[config.mk]
export PLATFORM = sky130hd
export DESIGN_NAME = csi_output_stat_counters
export DESIGN_NICKNAME = d
export VERILOG_FILES = /design/src/core/csi_output_stat_counters_pkg.sv /design/src/core/csi_output_stat_counters.sv /design/src/core/stat_counter.sv
export VERILOG_INCLUDE_DIRS = /design/src /design/src/core
export SDC_FILE = /design/constraint.sdc
export NUM_CORES = 1
export LEC_CHECK = 0
export BUFFER_PORTS_ARGS = -buffer_cell sky130_fd_sc_hd__buf_2
export CORE_MARGIN = 1.5
export CORE_UTILIZATION = 45
export CTS_BUF_LIST = sky130_fd_sc_hd__clkbuf_8
export DETAILED_ROUTE_END_ITERATION = 12
export GPL_TIMING_DRIVEN = 0
export PLACE_DENSITY = 0.66
export SYNTH_ARGS = -nofsm -noshare
export SYNTH_HDL_FRONTEND = slang
export SYNTH_SLANG_ARGS = --single-unit
[constraint.sdc]
create_clock -name clk_sys -period 2.8 [get_ports clk_sys]
set_input_delay 0.28 -clock clk_sys [delete_from_list [all_inputs] [get_ports clk_sys]]
set_output_delay 0.28 -clock clk_sys [all_outputs]
set_load 0.02 [all_outputs]
[src/core/csi_output_stat_counters_params.svh]
// register indices, field positions, reset values and bus codes of the output statistics bank
`ifndef CSI_OUTPUT_STAT_COUNTERS_PARAMS_SVH
`define CSI_OUTPUT_STAT_COUNTERS_PARAMS_SVH

// counter geometry
`define CNT_WIDTH            16
`define CNT_HI_LSB           8
`define CNT_LO_MSB           7
`define NUM_COUNTERS         5

// counter slots inside the bank
`define SLOT_OUT0_LINES      0
`define SLOT_OUT0_BAD_LINES  1
`define SLOT_OUT1_FRAMES     2
`define SLOT_OUT1_BAD_FRAMES 3
`define SLOT_OUT1_LINES      4

// register indices; byte address is four times the index
`define IDX_OUT0_LINES_HI      10'h094
`define IDX_OUT0_LINES_LO      10'h095
`define IDX_OUT0_BAD_LINES_HI  10'h096
`define IDX_OUT0_BAD_LINES_LO  10'h097
`define IDX_OUT1_FRAMES_HI     10'h098
`define IDX_OUT1_FRAMES_LO     10'h099
`define IDX_OUT1_BAD_FRAMES_HI 10'h09a
`define IDX_OUT1_BAD_FRAMES_LO 10'h09b
`define IDX_OUT1_LINES_HI      10'h09c
`define IDX_OUT1_LINES_LO      10'h09d
`define IDX_WRAP_STATUS        10'h0c0
`define IDX_WRAP_MASK          10'h0c1

// bus geometry
`define AXI_ADDR_W           12
`define AXI_DATA_W           32
`define IDX_LSB              2

// reset values
`define CNT_RESET            16'h0000
`define SNAP_RESET           8'h00
`define WRAP_RESET           5'h00
`define RDATA_RESET          32'h0000_0000

// response codes
`define RESP_OKAY            2'h0
`define RESP_SLVERR          2'h2
`define RESP_DECERR          2'h3

`endif

[src/core/csi_output_stat_counters_pkg.sv]
// types shared by the output statistics bank
package csi_output_stat_counters_pkg;

    typedef logic [1:0] axi_resp_type;
    typedef logic [7:0] byte_reg_type;

    typedef enum logic {wr_collect, wr_respond} wr_state_type;
    typedef enum logic {rd_idle, rd_respond} rd_state_type;

endpackage

[src/core/csi_output_stat_counters.sv]
// output port statistics bank: five counters, wrap interrupt, axi4-lite slave
`timescale 1ns/1ps

`include "csi_output_stat_counters_params.svh"

// Function
// - each counter is 16 bits, seen as high byte 15:8 and low byte 7:0
// - reading port 1 frame high returns upper bits, snapshots low, clears counter
// - reading port 1 errored-frame high returns upper bits, snapshots low, clears
// - reading port 1 line high returns upper bits, snapshots low, clears counter
// - reading port 0 errored-line high returns upper bits, snapshots low, clears
// - low byte is read-only snapshot from last high read; reading it changes nothing
// - counter byte registers read zero after reset
// - reading port 0 line high returns upper bits, snapshots low, clears counter
module csi_output_stat_counters (
    // clock and reset
    input  wire logic                      clk_sys,
    input  wire logic                      resetn,
    // counted events, one-cycle pulses from output-port logic on clk_sys
    input  wire logic                      out0_line_evt,
    input  wire logic                      out0_bad_line_evt,
    input  wire logic                      out1_frame_evt,
    input  wire logic                      out1_bad_frame_evt,
    input  wire logic                      out1_line_evt,
    // axi4-lite write address
    input  wire logic                      s_axi_awvalid,
    output logic                           s_axi_awready,
    input  wire logic [`AXI_ADDR_W-1:0]    s_axi_awaddr,
    input  wire logic [2:0]                s_axi_awprot,
    // axi4-lite write data
    input  wire logic                      s_axi_wvalid,
    output logic                           s_axi_wready,
    input  wire logic [`AXI_DATA_W-1:0]    s_axi_wdata,
    input  wire logic [3:0]                s_axi_wstrb,
    // axi4-lite write response
    output logic                           s_axi_bvalid,
    input  wire logic                      s_axi_bready,
    output csi_output_stat_counters_pkg::axi_resp_type s_axi_bresp,
    // axi4-lite read address
    input  wire logic                      s_axi_arvalid,
    output logic                           s_axi_arready,
    input  wire logic [`AXI_ADDR_W-1:0]    s_axi_araddr,
    input  wire logic [2:0]                s_axi_arprot,
    // axi4-lite read data
    output logic                           s_axi_rvalid,
    input  wire logic                      s_axi_rready,
    output logic [`AXI_DATA_W-1:0]         s_axi_rdata,
    output csi_output_stat_counters_pkg::axi_resp_type s_axi_rresp,
    // interrupt
    output logic                           irq
);

    ////////////////////////////////////////////////////////////////////////////////
    // declarations

    localparam int N   = `NUM_COUNTERS;
    localparam int IDW = `AXI_ADDR_W - `IDX_LSB;

    logic [N-1:0]                                 evt_vec;
    logic [N-1:0]                                 read_high_vec;
    logic [N-1:0]                                 wrap_vec;
    csi_output_stat_counters_pkg::byte_reg_type   cnt_high [N];
    csi_output_stat_counters_pkg::byte_reg_type   cnt_low  [N];

    // write channel state
    csi_output_stat_counters_pkg::wr_state_type   wr_state_r;
    logic                                         aw_held_r;
    logic                                         w_held_r;
    logic [IDW-1:0]                               wr_idx_r;
    logic [`AXI_DATA_W-1:0]                       wdata_r;
    logic                                         wlane0_r;
    logic                                         wr_fire;
    logic                                         wr_hit_status;
    logic                                         wr_hit_mask;
    csi_output_stat_counters_pkg::axi_resp_type   wr_resp_nxt;

    // read channel state
    csi_output_stat_counters_pkg::rd_state_type   rd_state_r;
    logic                                         ar_take;
    logic [IDW-1:0]                               rd_idx;
    logic [`AXI_DATA_W-1:0]                       rd_data_nxt;
    csi_output_stat_counters_pkg::axi_resp_type   rd_resp_nxt;
    logic [N-1:0]                                 rd_clear_nxt;

    // interrupt registers
    logic [N-1:0]                                 wrap_status_r;
    logic [N-1:0]                                 wrap_mask_r;
    logic [N-1:0]                                 status_clear;

    ////////////////////////////////////////////////////////////////////////////////
    // counters

    // slot order matches the register map
    assign evt_vec = {out1_line_evt,
                      out1_bad_frame_evt,
                      out1_frame_evt,
                      out0_bad_line_evt,
                      out0_line_evt};

    // one counter per counted event stream
    for (genvar g = 0; g < N; g++)
    begin : g_cnt
        stat_counter #(
            .WIDTH (`CNT_WIDTH)
        ) u_cnt (
            .clk_sys     (clk_sys),
            .resetn      (resetn),
            .event_pulse (evt_vec[g]),
            .read_high   (read_high_vec[g]),
            .high_byte   (cnt_high[g]),
            .low_snap_r  (cnt_low[g]),
            .wrap_pulse  (wrap_vec[g])
        );
    end

    // side effects of a high read happen at the address handshake
    assign read_high_vec = ar_take ? rd_clear_nxt : '0;

    ////////////////////////////////////////////////////////////////////////////////
    // read decode

    assign rd_idx  = s_axi_araddr[`AXI_ADDR_W-1:`IDX_LSB];
    assign ar_take = s_axi_arvalid && s_axi_arready;

    // data, response and clearing strobe for the addressed register
    always_comb
    begin
        rd_data_nxt  = `RDATA_RESET;
        rd_resp_nxt  = `RESP_OKAY;
        rd_clear_nxt = '0;
        case (rd_idx)
            `IDX_OUT0_LINES_HI:
            begin
                rd_data_nxt[7:0]              = cnt_high[`SLOT_OUT0_LINES];
                rd_clear_nxt[`SLOT_OUT0_LINES] = 1'b1;
            end
            `IDX_OUT0_LINES_LO:
            begin
                rd_data_nxt[7:0] = cnt_low[`SLOT_OUT0_LINES];
            end
            `IDX_OUT0_BAD_LINES_HI:
            begin
                rd_data_nxt[7:0]                  = cnt_high[`SLOT_OUT0_BAD_LINES];
                rd_clear_nxt[`SLOT_OUT0_BAD_LINES] = 1'b1;
            end
            `IDX_OUT0_BAD_LINES_LO:
            begin
                rd_data_nxt[7:0] = cnt_low[`SLOT_OUT0_BAD_LINES];
            end
            `IDX_OUT1_FRAMES_HI:
            begin
                rd_data_nxt[7:0]               = cnt_high[`SLOT_OUT1_FRAMES];
                rd_clear_nxt[`SLOT_OUT1_FRAMES] = 1'b1;
            end
            `IDX_OUT1_FRAMES_LO:
            begin
                rd_data_nxt[7:0] = cnt_low[`SLOT_OUT1_FRAMES];
            end
            `IDX_OUT1_BAD_FRAMES_HI:
            begin
                rd_data_nxt[7:0]                   = cnt_high[`SLOT_OUT1_BAD_FRAMES];
                rd_clear_nxt[`SLOT_OUT1_BAD_FRAMES] = 1'b1;
            end
            `IDX_OUT1_BAD_FRAMES_LO:
            begin
                rd_data_nxt[7:0] = cnt_low[`SLOT_OUT1_BAD_FRAMES];
            end
            `IDX_OUT1_LINES_HI:
            begin
                rd_data_nxt[7:0]              = cnt_high[`SLOT_OUT1_LINES];
                rd_clear_nxt[`SLOT_OUT1_LINES] = 1'b1;
            end
            `IDX_OUT1_LINES_LO:
            begin
                rd_data_nxt[7:0] = cnt_low[`SLOT_OUT1_LINES];
            end
            `IDX_WRAP_STATUS:
            begin
                rd_data_nxt[N-1:0] = wrap_status_r;
            end
            `IDX_WRAP_MASK:
            begin
                rd_data_nxt[N-1:0] = wrap_mask_r;
            end
            default:
            begin
                rd_resp_nxt = `RESP_DECERR;  // hole in the map, no side effect
            end
        endcase
    end

    ////////////////////////////////////////////////////////////////////////////////
    // read channel

    // one read in flight; a new address waits until the data is taken
    assign s_axi_arready = (rd_state_r == csi_output_stat_counters_pkg::rd_idle);
    assign s_axi_rvalid  = (rd_state_r == csi_output_stat_counters_pkg::rd_respond);

    // read sequencer and registered answer
    always_ff @(posedge clk_sys)
    begin
        if (!resetn)
        begin
            rd_state_r  <= csi_output_stat_counters_pkg::rd_idle;
            s_axi_rdata <= `RDATA_RESET;
            s_axi_rresp <= `RESP_OKAY;
        end
        else
        begin
            case (rd_state_r)
                csi_output_stat_counters_pkg::rd_idle:
                begin
                    if (ar_take)
                    begin
                        s_axi_rdata <= rd_data_nxt;
                        s_axi_rresp <= rd_resp_nxt;
                        rd_state_r  <= csi_output_stat_counters_pkg::rd_respond;
                    end
                end
                csi_output_stat_counters_pkg::rd_respond:
                begin
                    if (s_axi_rready)
                    begin
                        rd_state_r <= csi_output_stat_counters_pkg::rd_idle;
                    end
                end
                default:
                begin
                    rd_state_r <= csi_output_stat_counters_pkg::rd_idle;
                end
            endcase
        end
    end

    ////////////////////////////////////////////////////////////////////////////////
    // write channel

    // address and data are caught separately, in either order
    assign s_axi_awready = (wr_state_r == csi_output_stat_counters_pkg::wr_collect) && !aw_held_r;
    assign s_axi_wready  = (wr_state_r == csi_output_stat_counters_pkg::wr_collect) && !w_held_r;
    assign s_axi_bvalid  = (wr_state_r == csi_output_stat_counters_pkg::wr_respond);
    assign wr_fire       = (wr_state_r == csi_output_stat_counters_pkg::wr_collect)
                           && aw_held_r && w_held_r;

    // only the interrupt registers take writes; counter bytes answer an error
    always_comb
    begin
        wr_hit_status = 1'b0;
        wr_hit_mask   = 1'b0;
        wr_resp_nxt   = `RESP_OKAY;
        case (wr_idx_r)
            `IDX_WRAP_STATUS:  wr_hit_status = 1'b1;
            `IDX_WRAP_MASK:    wr_hit_mask   = 1'b1;
            `IDX_OUT0_LINES_HI, `IDX_OUT0_LINES_LO,
            `IDX_OUT0_BAD_LINES_HI, `IDX_OUT0_BAD_LINES_LO,
            `IDX_OUT1_FRAMES_HI, `IDX_OUT1_FRAMES_LO,
            `IDX_OUT1_BAD_FRAMES_HI, `IDX_OUT1_BAD_FRAMES_LO,
            `IDX_OUT1_LINES_HI, `IDX_OUT1_LINES_LO:
                               wr_resp_nxt   = `RESP_SLVERR;  // read-only
            default:           wr_resp_nxt   = `RESP_DECERR;
        endcase
    end

    // write sequencer
    always_ff @(posedge clk_sys)
    begin
        if (!resetn)
        begin
            wr_state_r  <= csi_output_stat_counters_pkg::wr_collect;
            aw_held_r   <= 1'b0;
            w_held_r    <= 1'b0;
            wr_idx_r    <= '0;
            wdata_r     <= `RDATA_RESET;
            wlane0_r    <= 1'b0;
            s_axi_bresp <= `RESP_OKAY;
        end
        else
        begin
            case (wr_state_r)
                csi_output_stat_counters_pkg::wr_collect:
                begin
                    if (s_axi_awvalid && s_axi_awready)
                    begin
                        aw_held_r <= 1'b1;
                        wr_idx_r  <= s_axi_awaddr[`AXI_ADDR_W-1:`IDX_LSB];
                    end
                    if (s_axi_wvalid && s_axi_wready)
                    begin
                        w_held_r <= 1'b1;
                        wdata_r  <= s_axi_wdata;
                        wlane0_r <= s_axi_wstrb[0];
                    end
                    if (wr_fire)
                    begin
                        aw_held_r   <= 1'b0;
                        w_held_r    <= 1'b0;
                        s_axi_bresp <= wr_resp_nxt;
                        wr_state_r  <= csi_output_stat_counters_pkg::wr_respond;
                    end
                end
                csi_output_stat_counters_pkg::wr_respond:
                begin
                    if (s_axi_bready)
                    begin
                        wr_state_r <= csi_output_stat_counters_pkg::wr_collect;
                    end
                end
                default:
                begin
                    wr_state_r <= csi_output_stat_counters_pkg::wr_collect;
                end
            endcase
        end
    end

    ////////////////////////////////////////////////////////////////////////////////
    // wrap interrupt

    // write-one-to-clear, gated by byte lane 0
    assign status_clear = (wr_fire && wr_hit_status && wlane0_r) ? wdata_r[N-1:0] : '0;

    // sticky wrap flags; a wrap in the clearing cycle survives
    always_ff @(posedge clk_sys)
    begin
        if (!resetn)
        begin
            wrap_status_r <= `WRAP_RESET;
        end
        else
        begin
            wrap_status_r <= (wrap_status_r & ~status_clear) | wrap_vec;
        end
    end

    // mask register, one enable bit per counter
    always_ff @(posedge clk_sys)
    begin
        if (!resetn)
        begin
            wrap_mask_r <= `WRAP_RESET;
        end
        else if (wr_fire && wr_hit_mask && wlane0_r)
        begin
            wrap_mask_r <= wdata_r[N-1:0];
        end
    end

    // level interrupt, follows the registered flags
    assign irq = |(wrap_status_r & wrap_mask_r);

endmodule

[src/core/stat_counter.sv]
// one 16-bit event counter with clear-on-read high byte and a low-byte snapshot
`timescale 1ns/1ps

`include "csi_output_stat_counters_params.svh"

module stat_counter #(
    parameter int WIDTH = `CNT_WIDTH
) (
    // clock and reset
    input  wire logic             clk_sys,
    input  wire logic             resetn,
    // event and clearing read
    input  wire logic             event_pulse,
    input  wire logic             read_high,
    // byte views and wrap pulse
    output csi_output_stat_counters_pkg::byte_reg_type high_byte,
    output csi_output_stat_counters_pkg::byte_reg_type low_snap_r,
    output logic                  wrap_pulse
);

    logic [WIDTH-1:0] count_r;
    logic [WIDTH-1:0] count_nxt;

    // high byte always shows the live upper bits
    assign high_byte  = count_r[WIDTH-1:WIDTH-8];
    // a wrap is reported only when the step really goes through zero
    assign wrap_pulse = event_pulse && !read_high && (count_r == {WIDTH{1'b1}});

    // clear on high read, keeping an event of the same cycle
    always_comb
    begin
        count_nxt = count_r;
        if (read_high)
        begin
            count_nxt = event_pulse ? WIDTH'(1) : WIDTH'(0);
        end
        else if (event_pulse)
        begin
            count_nxt = count_r + WIDTH'(1);
        end
    end

    // counter state
    always_ff @(posedge clk_sys)
    begin
        if (!resetn)
        begin
            count_r <= `CNT_RESET;
        end
        else
        begin
            count_r <= count_nxt;
        end
    end

    // low snapshot only moves at a high-byte read
    always_ff @(posedge clk_sys)
    begin
        if (!resetn)
        begin
            low_snap_r <= `SNAP_RESET;
        end
        else if (read_high)
        begin
            low_snap_r <= count_r[`CNT_LO_MSB:0];
        end
    end

endmodule

==> flow_summary.ini, run 1 <==
[clock_tree]
clkSinkCount = 161
cts-root-buf = clkbuf_8
cts_buffers = 17
clock_latency_ns = 0.46
postCtsHoldBufs = 0
cts_resized = 0
htreeDepth = 4
cts_max_path_buffers = 2
clk_pin_slew_ns = 0.09
cts_setup_buffers = 0
cts_tree = done

[critical_path]
critical-path-slowest-cell = nand4_1
crit_buf_inv = 4
max_stage_delay_ns = 0.47
start_kind = input port
cp.required_ns = 3.15
crit_top_cell = buf_2
critPathMaxFanout = 10
endpoint_kind = register
crit_family = simple AND/OR/NAND/NOR gates
reg2reg_slack_ns = 0.66
path_class = input port to register
r2r_start = s_axi_rvalid
cp_data_arrival_time_ns = 2.59
regToRegEndpoint = g_cnt[0].u_cnt.count_r[8]
crit_chain = buf_2, buf_2, nor4_1, buf_2, nand4_1, nand2_1, buf_4, nor2_1
r2r.worst_path.cells = 5

[finish]
final_nets = 1054
insertedDiodeCount = 0
fillers = 1559
layout-drive-gt1-share = 0.1423
finalNonFillerCells = 1204
final_util = 0.5289
final_cell_mix = dfxtp_1, nor2_1, nand2_1
final_common_cell = dfxtp_1
syn_to_final_growth_pct = 14.76

[pwr]
p_leak_uw = 0.003447
p_total_uw = 4845
vdd_drop_max_v = 0.0004609
p_per_area_mw_per_mm2 = 550.5

[placement]
place_inst = 1172
portBuffers = 52
pre_cts_slack_ns = 0.06988
dp_hpwl_um = 14850
gp_routability_congestion = 0.9864

[timing]
worstMarginPinSlew_ns = 0.8676
maxSlewViolCount = 0
rsz0062_at_grt = no
setup_violations = 0
period_minus_slack_ns = 2.242
fin_tns_setup_ns = 0
finClkSkew_ns = 0.009823
hold_viol = 0
finalWorstSetupSlack_ns = 0.5575
timing.fmax_ghz = 0.4459
timing.final.crit_share = 0.8009
relSlewSlack = 0.4134

[floorplan]
io_pins = 120
die_w_um = 133.6
initial_core_util = 0.4609
core-area_mm2 = 0.01664
num_rows = 47
dieArea_mm2 = 0.01784
die_h_um = 133.6

[yosys]
synthCells = 877
yosysSeqAreaShare = 0.4202
syn_avg_cell_area_um2 = 8.746
ys_seq_elements = 161
ys_async_sr_fraction = 0
ys_types = 64
synth_flop_cell = dfxtp_1
syn-cell-area_mm2 = 0.007670
synth_edf_count = 0
synth_top_area_frac = 0.4202
synth_area_leaders = dfxtp_1, mux2i_1, nor2_1
yosysTopAreaCell = dfxtp_1
yosysWarningCount = 0

[global_route]
antenna_found_initial = 0
grt_usage = 0.2306
grt.overflow.total = 0
grt_start_max_net_pins = 17
grt_pass1_wl_um = 31640
first_global_vias = 5960

[min_path]
min_path_type = input port to register
hold_start = s_axi_awaddr[11]
holdPathEnd = wr_idx_r[9]
whs_path_depth = 3

[routing]
via_count = 6507
first_pass_iters = 5
drtIter0Drc = 446
wl_per_cell_um = 16.68
drc = 0
ant_nets = 0
wirelength_um = 20080
via_per_inst = 5.404

[job]
drv_cap = 0

[run_status]
status = finished clean
power by group:
part	internal (uW)	leakage, uW	switching (uW)	total, uW
sequential	2330	0.00130	36.4	2360
clock	1260	0.000250	876	2130
combinational	129	0.00189	222	351
total	3710	0.00345	1130	4850
worst max path at each step:
stage / from / to / slack [ns] / depth (start not counted)
2_1_floorplan: wr_idx_r[2] / wrap_mask_r[4] / 0.87 / 5
3_3_place_gp: s_axi_araddr[7] / g_cnt[0].u_cnt.count_r[9] / 0.07 / 7
3_5_place_dp: s_axi_araddr[7] / g_cnt[0].u_cnt.count_r[6] / 0.07 / 7
4_1_cts: s_axi_araddr[7] / g_cnt[0].u_cnt.count_r[6] / 0.55 / 7
5_1_grt: s_axi_araddr[2] / g_cnt[0].u_cnt.count_r[4] / 0.36 / 8
6_report: s_axi_araddr[2] / g_cnt[0].u_cnt.count_r[8] / 0.56 / 8
flip-flops by register name (all words and copies together) (netlist names):
name and flops:
aw_held_r 1, g_cnt.u_cnt.count_r 80, g_cnt.u_cnt.low_snap_r 40, s_axi_bresp 2, s_axi_bvalid 1, s_axi_rdata 8
s_axi_rresp 1, s_axi_rvalid 1, w_held_r 1, wdata_r 5, wlane0_r 1, wr_idx_r 10
wrap_mask_r 5, wrap_status_r 5
per-stage QoR:
step | hold slack, ns | cell area (um2)
6_report | 0.04760 | 8802
2_1_floorplan | 0.4160 | 7756
5_1_grt | 0.03215 | 8802
3_3_place_gp | 0.4402 | 8292
3_5_place_dp | 0.4457 | 8292
4_1_cts | 0.03817 | 8802
layer usage:
metal  up-vias  GRT usage  wire length [um]
met3        36    0.04680              1137
met1      3101     0.3118              9176
met2       177     0.3685              9264
li1       3193          -                 -
met4         0    0.07669               499
met5         -          0                 0
cells in the mapped netlist, types with 7 or more instances:
cell type and count:
dfxtp_1 161, nor2_1 115, nand2_1 85, mux2i_1 55, xor2_1 45, a21oi_1 37, nand3_1 33, clkbuf_1 32
nor2b_1 32, buf_4 26, nand4_1 25, xnor2_1 20, and3_1 19, o21ai_0 17, inv_1 13, or3_1 11
a21boi_0 10, nor3_1 10, a22oi_1 9, and2_1 9, buf_2 9, a22o_1 8, nand2b_1 8, mux2_2 7
cells by family after synthesis:
group / count (synthesis) / synth area share
muxes: 66 / 0.09380
AOI/OAI and AO/OA: 119 / 0.1036
other: 1 / 0.0004889
and+or+nand+nor: 377 / 0.2447
adders and majority gates: 5 / 0.008157
buffers and inverters: 83 / 0.05481
xor gates and xnor gates: 65 / 0.07423
DFF: 161 / 0.4202
tightest hold or removal path, delay by kind of cell:
kind	cells	cell delay, ns
compound gates	1	0.05
buf+inv	1	0.09
simple gates	1	0.05
layout make-up:
class,count,area (um2),share of cell area
clock inverter,11,221.5,0.02516
clock buffer,21,289.0,0.03284
timing repair buffer,52,260.3,0.02957
multi-input combinational,656,4113,0.4672
inverter,14,52.55,0.005970
tap,220,275.3,0.03127
buffer,69,367.9,0.04179
sequential,161,3223,0.3662
Power figures use the tool's default switching activity.
==> run 2: changes to the inputs <==
--- a/config.mk
+++ b/config.mk
@@ -6,13 +6,14 @@
 export SDC_FILE = /design/constraint.sdc
 export NUM_CORES = 1
 export LEC_CHECK = 0
+export ABC_AREA = 1
 export BUFFER_PORTS_ARGS = -buffer_cell sky130_fd_sc_hd__buf_2
 export CORE_MARGIN = 1.5
 export CORE_UTILIZATION = 45
 export CTS_BUF_LIST = sky130_fd_sc_hd__clkbuf_8
 export DETAILED_ROUTE_END_ITERATION = 12
 export GPL_TIMING_DRIVEN = 0
-export PLACE_DENSITY = 0.66
+export PLACE_DENSITY = 0.68
 export SYNTH_ARGS = -nofsm -noshare
 export SYNTH_HDL_FRONTEND = slang
 export SYNTH_SLANG_ARGS = --single-unit
==> constraint.sdc (replaced) <==
create_clock -name clk_sys -period 2 [get_ports clk_sys]
set_input_delay 0.2 -clock clk_sys [delete_from_list [all_inputs] [get_ports clk_sys]]
set_output_delay 0.2 -clock clk_sys [all_outputs]
set_load 0.02 [all_outputs]
==> run 2 against run 1 <==
Count of clock-buffer cells in the layout fell by 1. Cell area rose by 2.2%. Clock power rose by 9.9%. Final cell count rose by 23%. Wire length rose by 5.4%. Clock skew rose by 0.0055 ns. Sequential cell count did not move. Die area rose by 3.0%. Synthesized area rose by 3.1%. Global-route usage rose by 0.58 points. First-iteration DRC count rose by 42%. Utilization fell by 0.68 points. Critical endpoint is now g_cnt[4].u_cnt.count_r[11]. Highest routed layer unchanged.
==> flow_summary.ini, run 2 <==
[yosys]
synth_flop_cell = dfxtp_1
yosysTopAreaCell = dfxtp_1
yosysMostFrequentCell = nand2_1
synth_edf_count = 0
synth_top_area_frac = 0.4077
yosysWarningCount = 0
synthCells = 1138
ys_types = 38
syn-cell-area_mm2 = 0.007906
synth_area_leaders = dfxtp_1, nand2_1, a21oi_1
yosysSeqAreaShare = 0.4077
ys_seq_elements = 161
ys_async_sr_fraction = 0
syn_avg_cell_area_um2 = 6.948
synth_common_cells = nand2_1, dfxtp_1, nor2_1, a21oi_1, inv_1

[floorplan]
die_h_um = 135.6
num_rows = 48
io_pins = 120
dieArea_mm2 = 0.01837
initial_core_util = 0.4587
core-area_mm2 = 0.01724
die_w_um = 135.6

[timing]
rsz0062_at_grt = no
worstMarginPinSlew_ns = 0.5996
period_minus_slack_ns = 1.788
holdWs_ns = 0.02833
timing.final.crit_share = 0.8942
finClkSkew_ns = 0.01536
timing.fmax_ghz = 0.5592
finalWorstSetupSlack_ns = 0.2116
maxSlewViolCount = 0
setup_violations = 0
hold_viol = 0
fin_tns_setup_ns = 0
relSlewSlack = 0.6002

[run_status]
status = finished clean

[pwr]
p_leak_uw = 0.003731
p_per_area_mw_per_mm2 = 685.3
power_frac_clock = 0.379
switchingPower_uw = 1660
p_int_uw = 4508
pwr-share-comb = 0.085
p_sw_frac = 0.2691
seq_power_share = 0.536
vdd_drop_max_v = 0.0004701

[global_route]
grt_usage = 0.2364
grt_pass1_wl_um = 33930
antenna_found_initial = 0
grt.overflow.total = 0
first_global_vias = 6766
grt_start_max_net_pins = 17

[clock_tree]
cts_buffers = 17
clkSinkCount = 161
clk_pin_slew_ns = 0.09
cts_tree = done
cts-root-buf = clkbuf_8
htreeDepth = 4
cts_max_path_buffers = 2
clock_latency_ns = 0.48

[placement]
gp_routability_congestion = 0.9651
dp_hpwl_um = 15940
placed_area_mm2 = 0.008539
pre_cts_slack_ns = 0.1280
portBuffers = 53
place_inst = 1439

[finish]
finalNonFillerCells = 1478
design_area_mm2 = 0.009000
final_nets = 1323
final_cell_mix = nand2_1, dfxtp_1, nor2_1
largest_reg_flops = 80
layout-drive-gt1-share = 0.1325
syn_to_final_growth_pct = 13.83
insertedDiodeCount = 0
final_common_cell = nand2_1
largest_register = g_cnt.u_cnt.count_r
reg.largest.list = g_cnt.u_cnt.count_r x80, g_cnt.u_cnt.low_snap_r x40, wr_idx_r x10

[critical_path]
critPathMaxFanout = 10
cp.required_ns = 2.36
path_class = register to register
endpoint_kind = register
cp_data_arrival_time_ns = 2.14
start_kind = register

[min_path]
min_path_type = input port to register

[routing]
drtIter0Drc = 633
via_count = 7735
wl_per_cell_um = 14.32
drc = 0
wirelength_um = 21160
via_per_inst = 5.233
first_pass_iters = 7
ant_nets = 0

[job]
drv_cap = 0
==> run 2: final timing paths <==
kind / startpoint / depth (start not counted) / end / slack (ns)
setup / recovery: s_axi_rvalid / 8 / g_cnt[4].u_cnt.count_r[11] / 0.21
hold / removal: s_axi_wdata[2] / 3 / wdata_r[2] / 0.03
setup reg to reg: s_axi_rvalid / 8 / g_cnt[4].u_cnt.count_r[11] / 0.21
hold reg to reg: g_cnt[1].u_cnt.low_snap_r[6] / 2 / g_cnt[1].u_cnt.low_snap_r[6] / 0.45
==> run 2: timing repair <==
item,4_1_cts,5_1_grt
resized for setup,0,1
hold buffers,7,0
buffers inserted,0,0
hold endpoints to repair,6,0
endpoints found under the setup margin,0,1
==> run 2: kinds of logic after synthesis <==
family / count (synthesis) / share of synthesized area
other: 1 / 0.0004743
XOR/XNOR: 9 / 0.009969
adder cells (fa/ha/maj): 5 / 0.007913
AND/OR/NAND/NOR: 553 / 0.3156
buffers and inverters: 182 / 0.1014
AO/OA/AOI/OAI: 227 / 0.1570
flip-flops: 161 / 0.4077
==> run 2: layer usage <==
| metal | track usage | share of wire | vias up |
|---|---|---|---|
| li1 | - | - | 3966 |
| met1 | 0.3260 | 0.47 | 3501 |
| met2 | 0.3711 | 0.45 | 239 |
| met3 | 0.04040 | 0.060 | 29 |
| met4 | 0.08542 | 0.020 | 0 |
| met5 | 0 | 0 | - |
==> run 2: worst max-delay path: stages (launching register included) <==
cell and delay, ns:
dfxtp_1 0.32, inv_1 0.09, nand2_2 0.20, inv_2 0.26, nand3_2 0.23, nand2_2 0.26
inv_2 0.11, o21ai_1 0.11, a21oi_1 0.08
==> run 2: stage by stage <==
stage | utilization | power, uW
2_1_floorplan | - | 3720
3_3_place_gp | 0.4954 | 3879
3_5_place_dp | 0.4954 | 3884
4_1_cts | 0.5219 | 6223
5_1_grt | 0.5221 | 6430
6_report | 0.5221 | 6168
==> run 2: power by group through the flow <==
stage	Combinational [uW]	Clock, uW	Sequential, uW
final	525	2340	3300
after global routing	581	2540	3310
after CTS	519	2400	3300
after detailed placement	506	0	3380
after global placement	502	0	3380
after floorplan	346	0	3370
==> run 2: area by class of cell <==
cell class / instances / area, um2
Buffer: 58 / 336.6
Clock buffer: 20 / 275.3
Timing Repair Buffer: 60 / 335.3
Inverter: 124 / 465.4
Clock inverter: 12 / 110.1
Multi-Input combinational cell: 818 / 3973
Fill cell: 1764 / 8237
Tap cell: 225 / 281.5
Sequential cell: 161 / 3223
==> run 3: changes to the inputs <==
--- a/config.mk
+++ b/config.mk
@@ -6,7 +6,6 @@
 export SDC_FILE = /design/constraint.sdc
 export NUM_CORES = 1
 export LEC_CHECK = 0
-export ABC_AREA = 1
 export BUFFER_PORTS_ARGS = -buffer_cell sky130_fd_sc_hd__buf_2
 export CORE_MARGIN = 1.5
 export CORE_UTILIZATION = 45
==> run 3 against run 2 <==
The run now ends with negative setup slack left. Register-to-register slack got worse by 0.21 ns. Hold slack got worse by 0.018 ns. Setup slack got worse by 0.21 ns. Utilization up 1.8 points. Critical path type unchanged. Critical path depth decreased by 2. Final cell count shrank 17%. Largest power group unchanged. Sequential share of layout area grew 0.077 points. Sequential power hardly changed. Cell area hardly changed. Combinational power about the same.
==> flow_summary.ini, run 3 (synthesis results as in run 1) <==
[timing]
fin_tns_setup_ns = -0.001426
setup_violations = 1
worstMarginPinSlew_ns = 0.7438
hold_viol = 0
timing.fmax_ghz = 0.4996
timing.final.crit_share = 1.001
period_minus_slack_ns = 2.001
rsz0062_at_grt = yes
finClkSkew_ns = 0.008501
relSlewSlack = 0.5023
finalWorstSetupSlack_ns = -0.001426
holdWs_ns = 0.01014
maxSlewViolCount = 0

[finish]
design_area_mm2 = 0.008991
layout-drive-gt1-share = 0.1502
final_nets = 1075
reg.largest.list = g_cnt.u_cnt.count_r x80, g_cnt.u_cnt.low_snap_r x40, wr_idx_r x10
insertedDiodeCount = 0
syn_to_final_growth_pct = 17.23
final_cell_mix = dfxtp_1, nor2_1, nand2_1
largest_register = g_cnt.u_cnt.count_r
largest_reg_flops = 80
final_util = 0.5403
final_common_cell = dfxtp_1

[global_route]
met1_usage = 0.3071
gr-usage-met2 = 0.3558
antenna_found_initial = 0
first_global_vias = 5989
grt.overflow.total = 0
grt_use_met3 = 0.06773
top_usage_layer = met2
grt_start_max_net_pins = 17
grt_usage = 0.2312
grt_pass1_wl_um = 31730

[clock_tree]
clkSinkCount = 161
htreeDepth = 4
cts_max_path_buffers = 2
clk_pin_slew_ns = 0.08
cts_tree = done
cts_buffers = 17
clock_latency_ns = 0.47
cts-root-buf = clkbuf_8

[placement]
pre_cts_slack_ns = -0.6690
gp_routability_congestion = 1.001
placed_area_mm2 = 0.008292
dp_hpwl_um = 14580
portBuffers = 52

[routing]
wl_per_cell_um = 16.44
drtIter0Drc = 490
ant_nets = 0
drc = 0
via_count = 6451
wirelength_um = 20140
via_per_inst = 5.266
first_pass_iters = 8

[min_path]
min_path_type = input port to register
hold_start = s_axi_bready

[floorplan]
die_w_um = 133.6
io_pins = 120
core-area_mm2 = 0.01664
initial_core_util = 0.4609
num_rows = 47
dieArea_mm2 = 0.01784
die_h_um = 133.6

[run_status]
violations = negative setup slack
status = complete, but fails checks

[critical_path]
r2r_start = wr_idx_r[8]
endpoint_kind = register
critPathMaxFanout = 3
cp.required_ns = 2.34
cp_data_arrival_time_ns = 2.34
critPathLaunch = wr_idx_r[8]
start_kind = register
path_class = register to register

[pwr]
switchingPower_uw = 1568
p_int_uw = 4783
p_leak_uw = 0.003533
vdd_drop_max_v = 0.0004704
p_sw_frac = 0.2469
power_frac_clock = 0.397
pwr-share-comb = 0.082
seq_power_share = 0.521
p_per_area_mw_per_mm2 = 706.4

[job]
drv_cap = 0
run 3: final cells by class:
class / instances / area [um2]
multi-input combinational: 656 / 4180
timing repair buffer: 73 / 467.9
tap: 220 / 275.3
clock buffer: 20 / 275.3
fill: 1546 / 7651
clock inverter: 12 / 141.4
inverter: 14 / 52.55
sequential: 161 / 3227
buffer: 69 / 371.6
run 3: critical path, stage by stage, from the launching register on:
cell and delay, ns:
dfxtp_2 0.32, or4b_4 0.53, or3_4 0.42, nor3_4 0.22, buf_6 0.14, mux2i_1 0.18, nor2_1 0.05
run 3: path summary, 6_finish.rpt:
check              endpoint  slack (ns)  cells past startpoint
max          wrap_mask_r[2]      -0.001                      6
max reg2reg  wrap_mask_r[2]      -0.001                      6
min            s_axi_bvalid        0.01                      3
min reg2reg  s_axi_rdata[4]        0.45                      2
run 3: power groups by stage:
stage	Clock, uW	Sequential, uW	Combinational, uW
floorplan	0	3380	335
global placement	0	3380	477
detailed placement	0	3380	482
CTS	2570	3310	512
global route	2720	3320	575
finish	2520	3310	522
run 3: metrics by stage:
stage	power, uW	cells
after floorplan	3711	900
after global placement	3860	1172
after detailed placement	3865	1172
after CTS	6390	1225
after global routing	6612	1225
final	6351	1225
run 3: metal layers:
layer,wire length [um],vias up
li1,-,3236
met2,9102,168
met5,0,-
met4,519,0
met1,9242,3009
met3,1274,38
run 3: repair_timing:
action                                  in CTS  in global routing
pin swaps                                    9                  4
hold buffers                                17                  0
endpoints found under the setup margin      30                 32
setup buffers                                4                  0
endpoints found under the hold margin       17                  0
gates resized for setup                      9                 12
